==> config.mk <==
export PLATFORM = sky130hd
export DESIGN_NAME = prio_edge_ctrl
export DESIGN_NICKNAME = d
export VERILOG_FILES = /design/src/shared/prio_pkg.sv /design/src/rtl/ext_edge_detect.sv /design/src/rtl/prio_edge_ctrl.sv
export SDC_FILE = /design/constraint.sdc
export NUM_CORES = 1
export LEC_CHECK = 0
export ABC_CLOCK_PERIOD_IN_PS = 3200
export BUFFER_PORTS_ARGS = -buffer_cell sky130_fd_sc_hd__buf_2
export CORE_UTILIZATION = 52
export CTS_CLUSTER_SIZE = 25
export DETAILED_ROUTE_END_ITERATION = 8
export PLACE_DENSITY = 0.84
export SLEW_MARGIN = 20
export SYNTH_ARGS = -nofsm -noshare
export SYNTH_HDL_FRONTEND = slang
export SYNTH_SLANG_ARGS = --single-unit
==> constraint.sdc <==
create_clock -name sys_clk -period 3.2 [get_ports sys_clk]
set_input_delay 0.48 -clock sys_clk [delete_from_list [all_inputs] [get_ports sys_clk]]
set_output_delay 0.48 -clock sys_clk [all_outputs]
set_load 0.02 [all_outputs]
==> src/shared/prio_pkg.sv <==
// constants and register map for the priority and external edge block
// What this block does
// - low field encodes level zero to seven
// - zero field means level eight when upper set
// - effective level is upper bit over field
// - upper bit set masks all user interrupts
// - upper bit means level above seven
// - nesting disable makes low field read-only
package prio_pkg;
	localparam int ADDR_W = 4;
	localparam logic [ADDR_W-1:0] STATUS_OFF = 4'h0;
	localparam logic [ADDR_W-1:0] CORE_OFF = 4'h4;
	localparam logic [ADDR_W-1:0] ICTL1_OFF = 4'h8;
	localparam logic [ADDR_W-1:0] ICTL2_OFF = 4'hc;
	localparam int PRIO_LSB = 5;
	localparam int UPPER_BIT = 3;
	localparam int NEST_BIT = 15;
	localparam int HOLD_BIT = 14;
	localparam int ALTVT_BIT = 15;
	localparam int NUM_EXT = 5;
	localparam logic [2:0] PRIO_RESET = 3'h0;
	localparam logic [2:0] PRIO_MAX = 3'h7;
	localparam logic [1:0] RESP_OKAY = 2'h0;
	localparam logic [1:0] RESP_SLVERR = 2'h2;
endpackage : prio_pkg

==> src/rtl/ext_edge_detect.sv <==
// one external request input: synchroniser and selectable edge detector
module ext_edge_detect (
	input wire logic sys_clk,
	input wire logic reset_n,
	input wire logic pin_in,
	input wire logic falling_sel,
	output logic edge_pulse
);
	logic meta_ff;
	logic sync_ff;
	logic last_ff;
	logic rise_w;
	logic fall_w;
	// two-stage synchroniser, then one history stage for edge detection
	always_ff @(posedge sys_clk) begin
		if (!reset_n) begin
			meta_ff <= 1'b0;
			sync_ff <= 1'b0;
			last_ff <= 1'b0;
			edge_pulse <= 1'b0;
		end else begin
			meta_ff <= pin_in;
			sync_ff <= meta_ff;
			last_ff <= sync_ff;
			edge_pulse <= falling_sel ? fall_w : rise_w;
		end
	end
	assign rise_w = sync_ff & ~last_ff;
	assign fall_w = ~sync_ff & last_ff;
endmodule : ext_edge_detect

==> src/rtl/prio_edge_ctrl.sv <==
// processor priority level and external edge control with axi4-lite registers
//
// Decided for this implementation: the register addresses and the AXI4-Lite slave port.
module prio_edge_ctrl
	import prio_pkg::*;
(
	input wire logic sys_clk,
	input wire logic reset_n,
	input wire logic [ADDR_W-1:0] s_axi_awaddr,
	input wire logic s_axi_awvalid,
	output logic s_axi_awready,
	input wire logic [31:0] s_axi_wdata,
	input wire logic [3:0] s_axi_wstrb,
	input wire logic s_axi_wvalid,
	output logic s_axi_wready,
	output logic [1:0] s_axi_bresp,
	output logic s_axi_bvalid,
	input wire logic s_axi_bready,
	input wire logic [ADDR_W-1:0] s_axi_araddr,
	input wire logic s_axi_arvalid,
	output logic s_axi_arready,
	output logic [31:0] s_axi_rdata,
	output logic [1:0] s_axi_rresp,
	output logic s_axi_rvalid,
	input wire logic s_axi_rready,
	input wire logic hold_active_in,
	input wire logic [NUM_EXT-1:0] ext_irq_pin,
	output logic [NUM_EXT-1:0] ext_irq_req,
	output logic [3:0] cpu_priority,
	output logic user_irq_masked
);
	logic [2:0] prio_low_ff;
	logic prio_upper_ff;
	logic nest_dis_ff;
	logic alt_vt_ff;
	logic [NUM_EXT-1:0] edge_sel_ff;
	logic hold_ff;
	logic [ADDR_W-1:0] awaddr_ff;
	logic [31:0] wdata_ff;
	logic [1:0] wstrb_ff;
	logic aw_have_ff;
	logic w_have_ff;
	logic [NUM_EXT-1:0] edge_w;
	// write happens once both address and data are held and no response pends
	logic do_write;
	logic wr_status, wr_core, wr_ictl1, wr_ictl2, wr_known;
	logic lo_en, hi_en;
	logic [15:0] rd_word;
	logic rd_known;
	logic [3:0] nxt_priority;

	assign do_write = aw_have_ff & w_have_ff & ~s_axi_bvalid;
	assign wr_status = do_write & (awaddr_ff == STATUS_OFF);
	assign wr_core = do_write & (awaddr_ff == CORE_OFF);
	assign wr_ictl1 = do_write & (awaddr_ff == ICTL1_OFF);
	assign wr_ictl2 = do_write & (awaddr_ff == ICTL2_OFF);
	assign wr_known = wr_status | wr_core | wr_ictl1 | wr_ictl2;
	assign lo_en = wstrb_ff[0];
	assign hi_en = wstrb_ff[1];
	assign nxt_priority = {prio_upper_ff, prio_low_ff};

	// address and data channels accepted independently, in either order
	always_ff @(posedge sys_clk) begin
		if (!reset_n) begin
			aw_have_ff <= 1'b0;
			w_have_ff <= 1'b0;
			awaddr_ff <= '0;
			wdata_ff <= '0;
			wstrb_ff <= '0;
			s_axi_awready <= 1'b0;
			s_axi_wready <= 1'b0;
		end else begin
			s_axi_awready <= ~aw_have_ff & ~s_axi_awready & s_axi_awvalid;
			s_axi_wready <= ~w_have_ff & ~s_axi_wready & s_axi_wvalid;
			if (s_axi_awvalid & s_axi_awready) begin
				aw_have_ff <= 1'b1;
				awaddr_ff <= s_axi_awaddr;
			end else if (do_write) begin
				aw_have_ff <= 1'b0;
			end
			if (s_axi_wvalid & s_axi_wready) begin
				w_have_ff <= 1'b1;
				wdata_ff <= s_axi_wdata;
				wstrb_ff <= s_axi_wstrb[1:0];
			end else if (do_write) begin
				w_have_ff <= 1'b0;
			end
		end
	end

	// write response; unmapped offsets answer slverr
	always_ff @(posedge sys_clk) begin
		if (!reset_n) begin
			s_axi_bvalid <= 1'b0;
			s_axi_bresp <= RESP_OKAY;
		end else if (do_write) begin
			s_axi_bvalid <= 1'b1;
			s_axi_bresp <= wr_known ? RESP_OKAY : RESP_SLVERR;
		end else if (s_axi_bready) begin
			s_axi_bvalid <= 1'b0;
		end
	end

	// priority field: writable only while nesting is enabled
	always_ff @(posedge sys_clk) begin
		if (!reset_n) begin
			prio_low_ff <= PRIO_RESET;
		end else if (wr_status & lo_en & ~nest_dis_ff) begin
			prio_low_ff <= wdata_ff[PRIO_LSB +: 3];
		end
	end

	// control bits held in the core and interrupt control words
	always_ff @(posedge sys_clk) begin
		if (!reset_n) begin
			prio_upper_ff <= 1'b0;
			nest_dis_ff <= 1'b0;
			alt_vt_ff <= 1'b0;
			edge_sel_ff <= '0;
		end else begin
			if (wr_core & lo_en)
				prio_upper_ff <= wdata_ff[UPPER_BIT];
			if (wr_ictl1 & hi_en)
				nest_dis_ff <= wdata_ff[NEST_BIT];
			if (wr_ictl2 & hi_en)
				alt_vt_ff <= wdata_ff[ALTVT_BIT];
			if (wr_ictl2 & lo_en)
				edge_sel_ff <= wdata_ff[NUM_EXT-1:0];
		end
	end

	// hold status sampled from the core, which shares this clock
	always_ff @(posedge sys_clk) begin
		if (!reset_n)
			hold_ff <= 1'b0;
		else
			hold_ff <= hold_active_in;
	end

	// read mux; every register is 16 bits, upper half reads zero
	always_comb begin
		rd_word = 16'h0000;
		rd_known = 1'b1;
		case (s_axi_araddr)
			STATUS_OFF: rd_word[PRIO_LSB +: 3] = prio_low_ff;
			CORE_OFF: rd_word[UPPER_BIT] = prio_upper_ff;
			ICTL1_OFF: rd_word[NEST_BIT] = nest_dis_ff;
			ICTL2_OFF: begin
				rd_word[ALTVT_BIT] = alt_vt_ff;
				rd_word[HOLD_BIT] = hold_ff;
				rd_word[NUM_EXT-1:0] = edge_sel_ff;
			end
			default: rd_known = 1'b0;
		endcase
	end

	// read channel: one read at a time, answered the cycle after arready
	always_ff @(posedge sys_clk) begin
		if (!reset_n) begin
			s_axi_arready <= 1'b0;
			s_axi_rvalid <= 1'b0;
			s_axi_rdata <= '0;
			s_axi_rresp <= RESP_OKAY;
		end else begin
			s_axi_arready <= s_axi_arvalid & ~s_axi_arready & ~s_axi_rvalid;
			if (s_axi_arvalid & s_axi_arready) begin
				s_axi_rvalid <= 1'b1;
				s_axi_rdata <= {16'h0000, rd_word};
				s_axi_rresp <= rd_known ? RESP_OKAY : RESP_SLVERR;
			end else if (s_axi_rready) begin
				s_axi_rvalid <= 1'b0;
			end
		end
	end

	// level outputs to the core; the upper bit or a low field of seven masks every user request
	always_ff @(posedge sys_clk) begin
		if (!reset_n) begin
			cpu_priority <= 4'h0;
			user_irq_masked <= 1'b0;
			ext_irq_req <= '0;
		end else begin
			cpu_priority <= nxt_priority;
			user_irq_masked <= prio_upper_ff | (prio_low_ff == PRIO_MAX);
			ext_irq_req <= edge_w;
		end
	end

	// one detector per external input
	genvar gi;
	generate
		for (gi = 0; gi < NUM_EXT; gi++) begin : g_ext
			ext_edge_detect u_edge (
				.sys_clk(sys_clk),
				.reset_n(reset_n),
				.pin_in(ext_irq_pin[gi]),
				.falling_sel(edge_sel_ff[gi]),
				.edge_pulse(edge_w[gi])
			);
		end
	endgenerate
endmodule : prio_edge_ctrl

==> results.json <==
{
  "run_status": "finished, final reports clean",
  "start_util_pct": 54.7,
  "grt_use_total_pct": 19.6,
  "fin_crit_ns": 1.49,
  "ir_worst_vdd_v": 0.000331,
  "numCtsBuffers": 9,
  "routed_via_density": 4.98,
  "area_growth_pct": 14.2,
  "ctsLongestPathBuffers": 2,
  "core_sq_um": 5140,
  "wire_per_inst_um": 12.2,
  "tightest_slew_ns": 0.870,
  "setup_viol": 0,
  "wl_um": 5190,
  "cts_resized": 0,
  "crit_buf_inv": 1,
  "numPortBuffers": 58,
  "grt_pass1_wl_um": 8200,
  "drt_first_iter_violations": 148,
  "cts_tree": "yes",
  "crit_fanout": 7,
  "crit_family": "flip-flops",
  "rsz0062_at_grt": "no",
  "drc": 0,
  "syn_area_sq_um": 2810,
  "synth-seq-area-share_pct": 54.1,
  "cts_root_buf": "clkbuf_8",
  "synth_warnings": 0,
  "die_x_um": 75.5,
  "clock_latency_ns": 0.34,
  "yosys_register_bits": 76,
  "mostFrequentLayoutCells": "76 x dfxtp_1, 58 x buf_2, 49 x nand2_1, 26 x a21oi_1",
  "hpwlAfterDp_um": 3480,
  "rows": 26,
  "avgSynthCellArea_sq_um": 9.59,
  "fin_total_pwr_mw": 1.71,
  "finClkSkew_ns": 0.00657,
  "cap_violations": 0,
  "htreeDepth": 3,
  "die_height_um": 75.5,
  "critical_path_arrival_ns": 1.01,
  "yosysUniqueCellTypes": 33,
  "cp-start-kind": "flip-flop",
  "netlist_instances": 293,
  "pin_count": 108,
  "critPathSlowestCell": "dfxtp_1",
  "num_antenna_cells": 0,
  "grt_pass1_vias": 1809,
  "antenna_left": 0,
  "hold_viol": 0,
  "critPathKind": "reg2out",
  "max_freq_ghz": 0.671,
  "first_pass_iters": 4,
  "hold_class": "in2reg",
  "vias": 2120,
  "p_leak_nw": 1.46,
  "post_cts_buffers": 0,
  "grt_max_degree": 42,
  "slew_violations": 0,
  "path_cells": "buf_2",
  "post-route-period-util_pct": 46.5,
  "cp.required_ns": 2.72,
  "setup_tns_ns": 0,
  "slew_headroom_pct": 42.0,
  "p_per_area_nw_per_um2": 533,
  "antenna_found_initial": 0,
  "cpPeakStageDelay_ns": 0.45,
  "cts.sinks": 76,
  "drive_above_1_share_pct": 24.7,
  "die_area_sq_um": 5700,
  "holdBufCountCts": 0,
  "critPathCaptureType": "output pin",
  "grt_overflow_total": 0,
  "fill_cells": 477,
  "layout_commonest_cell": "dfxtp_1",
  "nets": 408,
  "gp_congestion": 0.766,
  "clkTransAtPathRegs_ns": 0.08
}
## synthesized netlist by cell type, drive strengths merged
library cell | number | area, sq um
a21oi | 26 | 130
and2b | 1 | 8.76
nor3 | 3 | 15.0
inv | 8 | 30.0
nand4 | 3 | 33.8
a211oi | 1 | 7.51
a31o | 1 | 8.76
mux2 | 2 | 22.5
mux2i | 9 | 90.1
dfxtp | 76 | 1520
nor2b | 2 | 12.5
a21bo | 1 | 10.0
a32oi | 10 | 87.6
buf | 30 | 216
o21ai | 3 | 15.0
and2 | 24 | 150
and4bb | 2 | 28.8
nor4b | 1 | 8.76
and3b | 1 | 8.76
or3b | 5 | 43.8
conb | 1 | 3.75
nor2 | 15 | 56.3
and4b | 1 | 10.0
nand3 | 6 | 30.0
nand3b | 5 | 37.5
nand2b | 1 | 6.26
nand2 | 49 | 184
clkbuf | 6 | 32.5
## layer usage
layer / vias to the layer above / part of all wire [%] / GRT usage [%]
met5: - / 0 / 0
met3: 13 / 8.2 / 6.61
li1: 1055 / - / -
met4: 0 / 1.8 / 8.85
met2: 92 / 46 / 30.1
met1: 960 / 44 / 25.2
## flip-flops by register name (all words and copies together), names as in the netlist, 4 cells and up
| register | cells |
|---|---|
| awaddr_ff | 4 |
| cpu_priority | 4 |
| edge_sel_ff | 5 |
| ext_irq_req | 5 |
| g_ext.u_edge.edge_pulse | 5 |
| g_ext.u_edge.last_ff | 5 |
| g_ext.u_edge.meta_ff | 5 |
| g_ext.u_edge.sync_ff | 5 |
| s_axi_rdata | 10 |
| wdata_ff | 9 |
## power breakdown
part           leakage [nW]  internal (mW)  switching (mW)
Sequential            0.617          0.967          0.0124
Combinational         0.760         0.0367          0.0734
Clock                0.0783          0.279           0.341
Total                  1.46           1.28           0.427
## final timing paths
path / startpoint / end / slack [ns] / depth (start not counted)
hold / removal: hold_active_in / hold_ff / 0.33 / 2
setup / recovery: s_axi_awready / s_axi_awready / 1.71 / 1
setup reg to reg: aw_have_ff / prio_low_ff[1] / 1.92 / 3
hold reg to reg: g_ext[3].u_edge.edge_pulse / ext_irq_req[3] / 0.44 / 1
## cells by family after synthesis
group	share of synthesized area, %
AOI/OAI and AO/OA	9.22
muxes	4.01
and+or+nand+nor	22.6
other	0.133
buffers and inverters	9.93
DFF	54.1
## through the flow
stage	utilization, %	instances	setup WS, ns	cell area [sq um]	hold WS [ns]
2_1_floorplan	-	316	2.00	2900	0.412
3_3_place_gp	59.2	410	1.52	3040	0.415
3_5_place_dp	59.2	410	1.45	3040	0.419
4_1_cts	62.4	426	1.71	3210	0.321
5_1_grt	62.4	426	1.67	3210	0.328
6_report	62.4	426	1.71	3210	0.335
## cell type report
type | instances | area [sq um] | area share, %
flip-flops and latches | 76 | 1520 | 47.4
multi-input cells | 196 | 1100 | 34.2
repair buffers | 60 | 305 | 9.51
clock buffers | 10 | 128 | 3.98
well taps | 70 | 87.6 | 2.73
clock inverters | 6 | 41.3 | 1.29
inverters | 8 | 30.0 | 0.936
No activity file was read; power rests on OpenSTA's default activity.
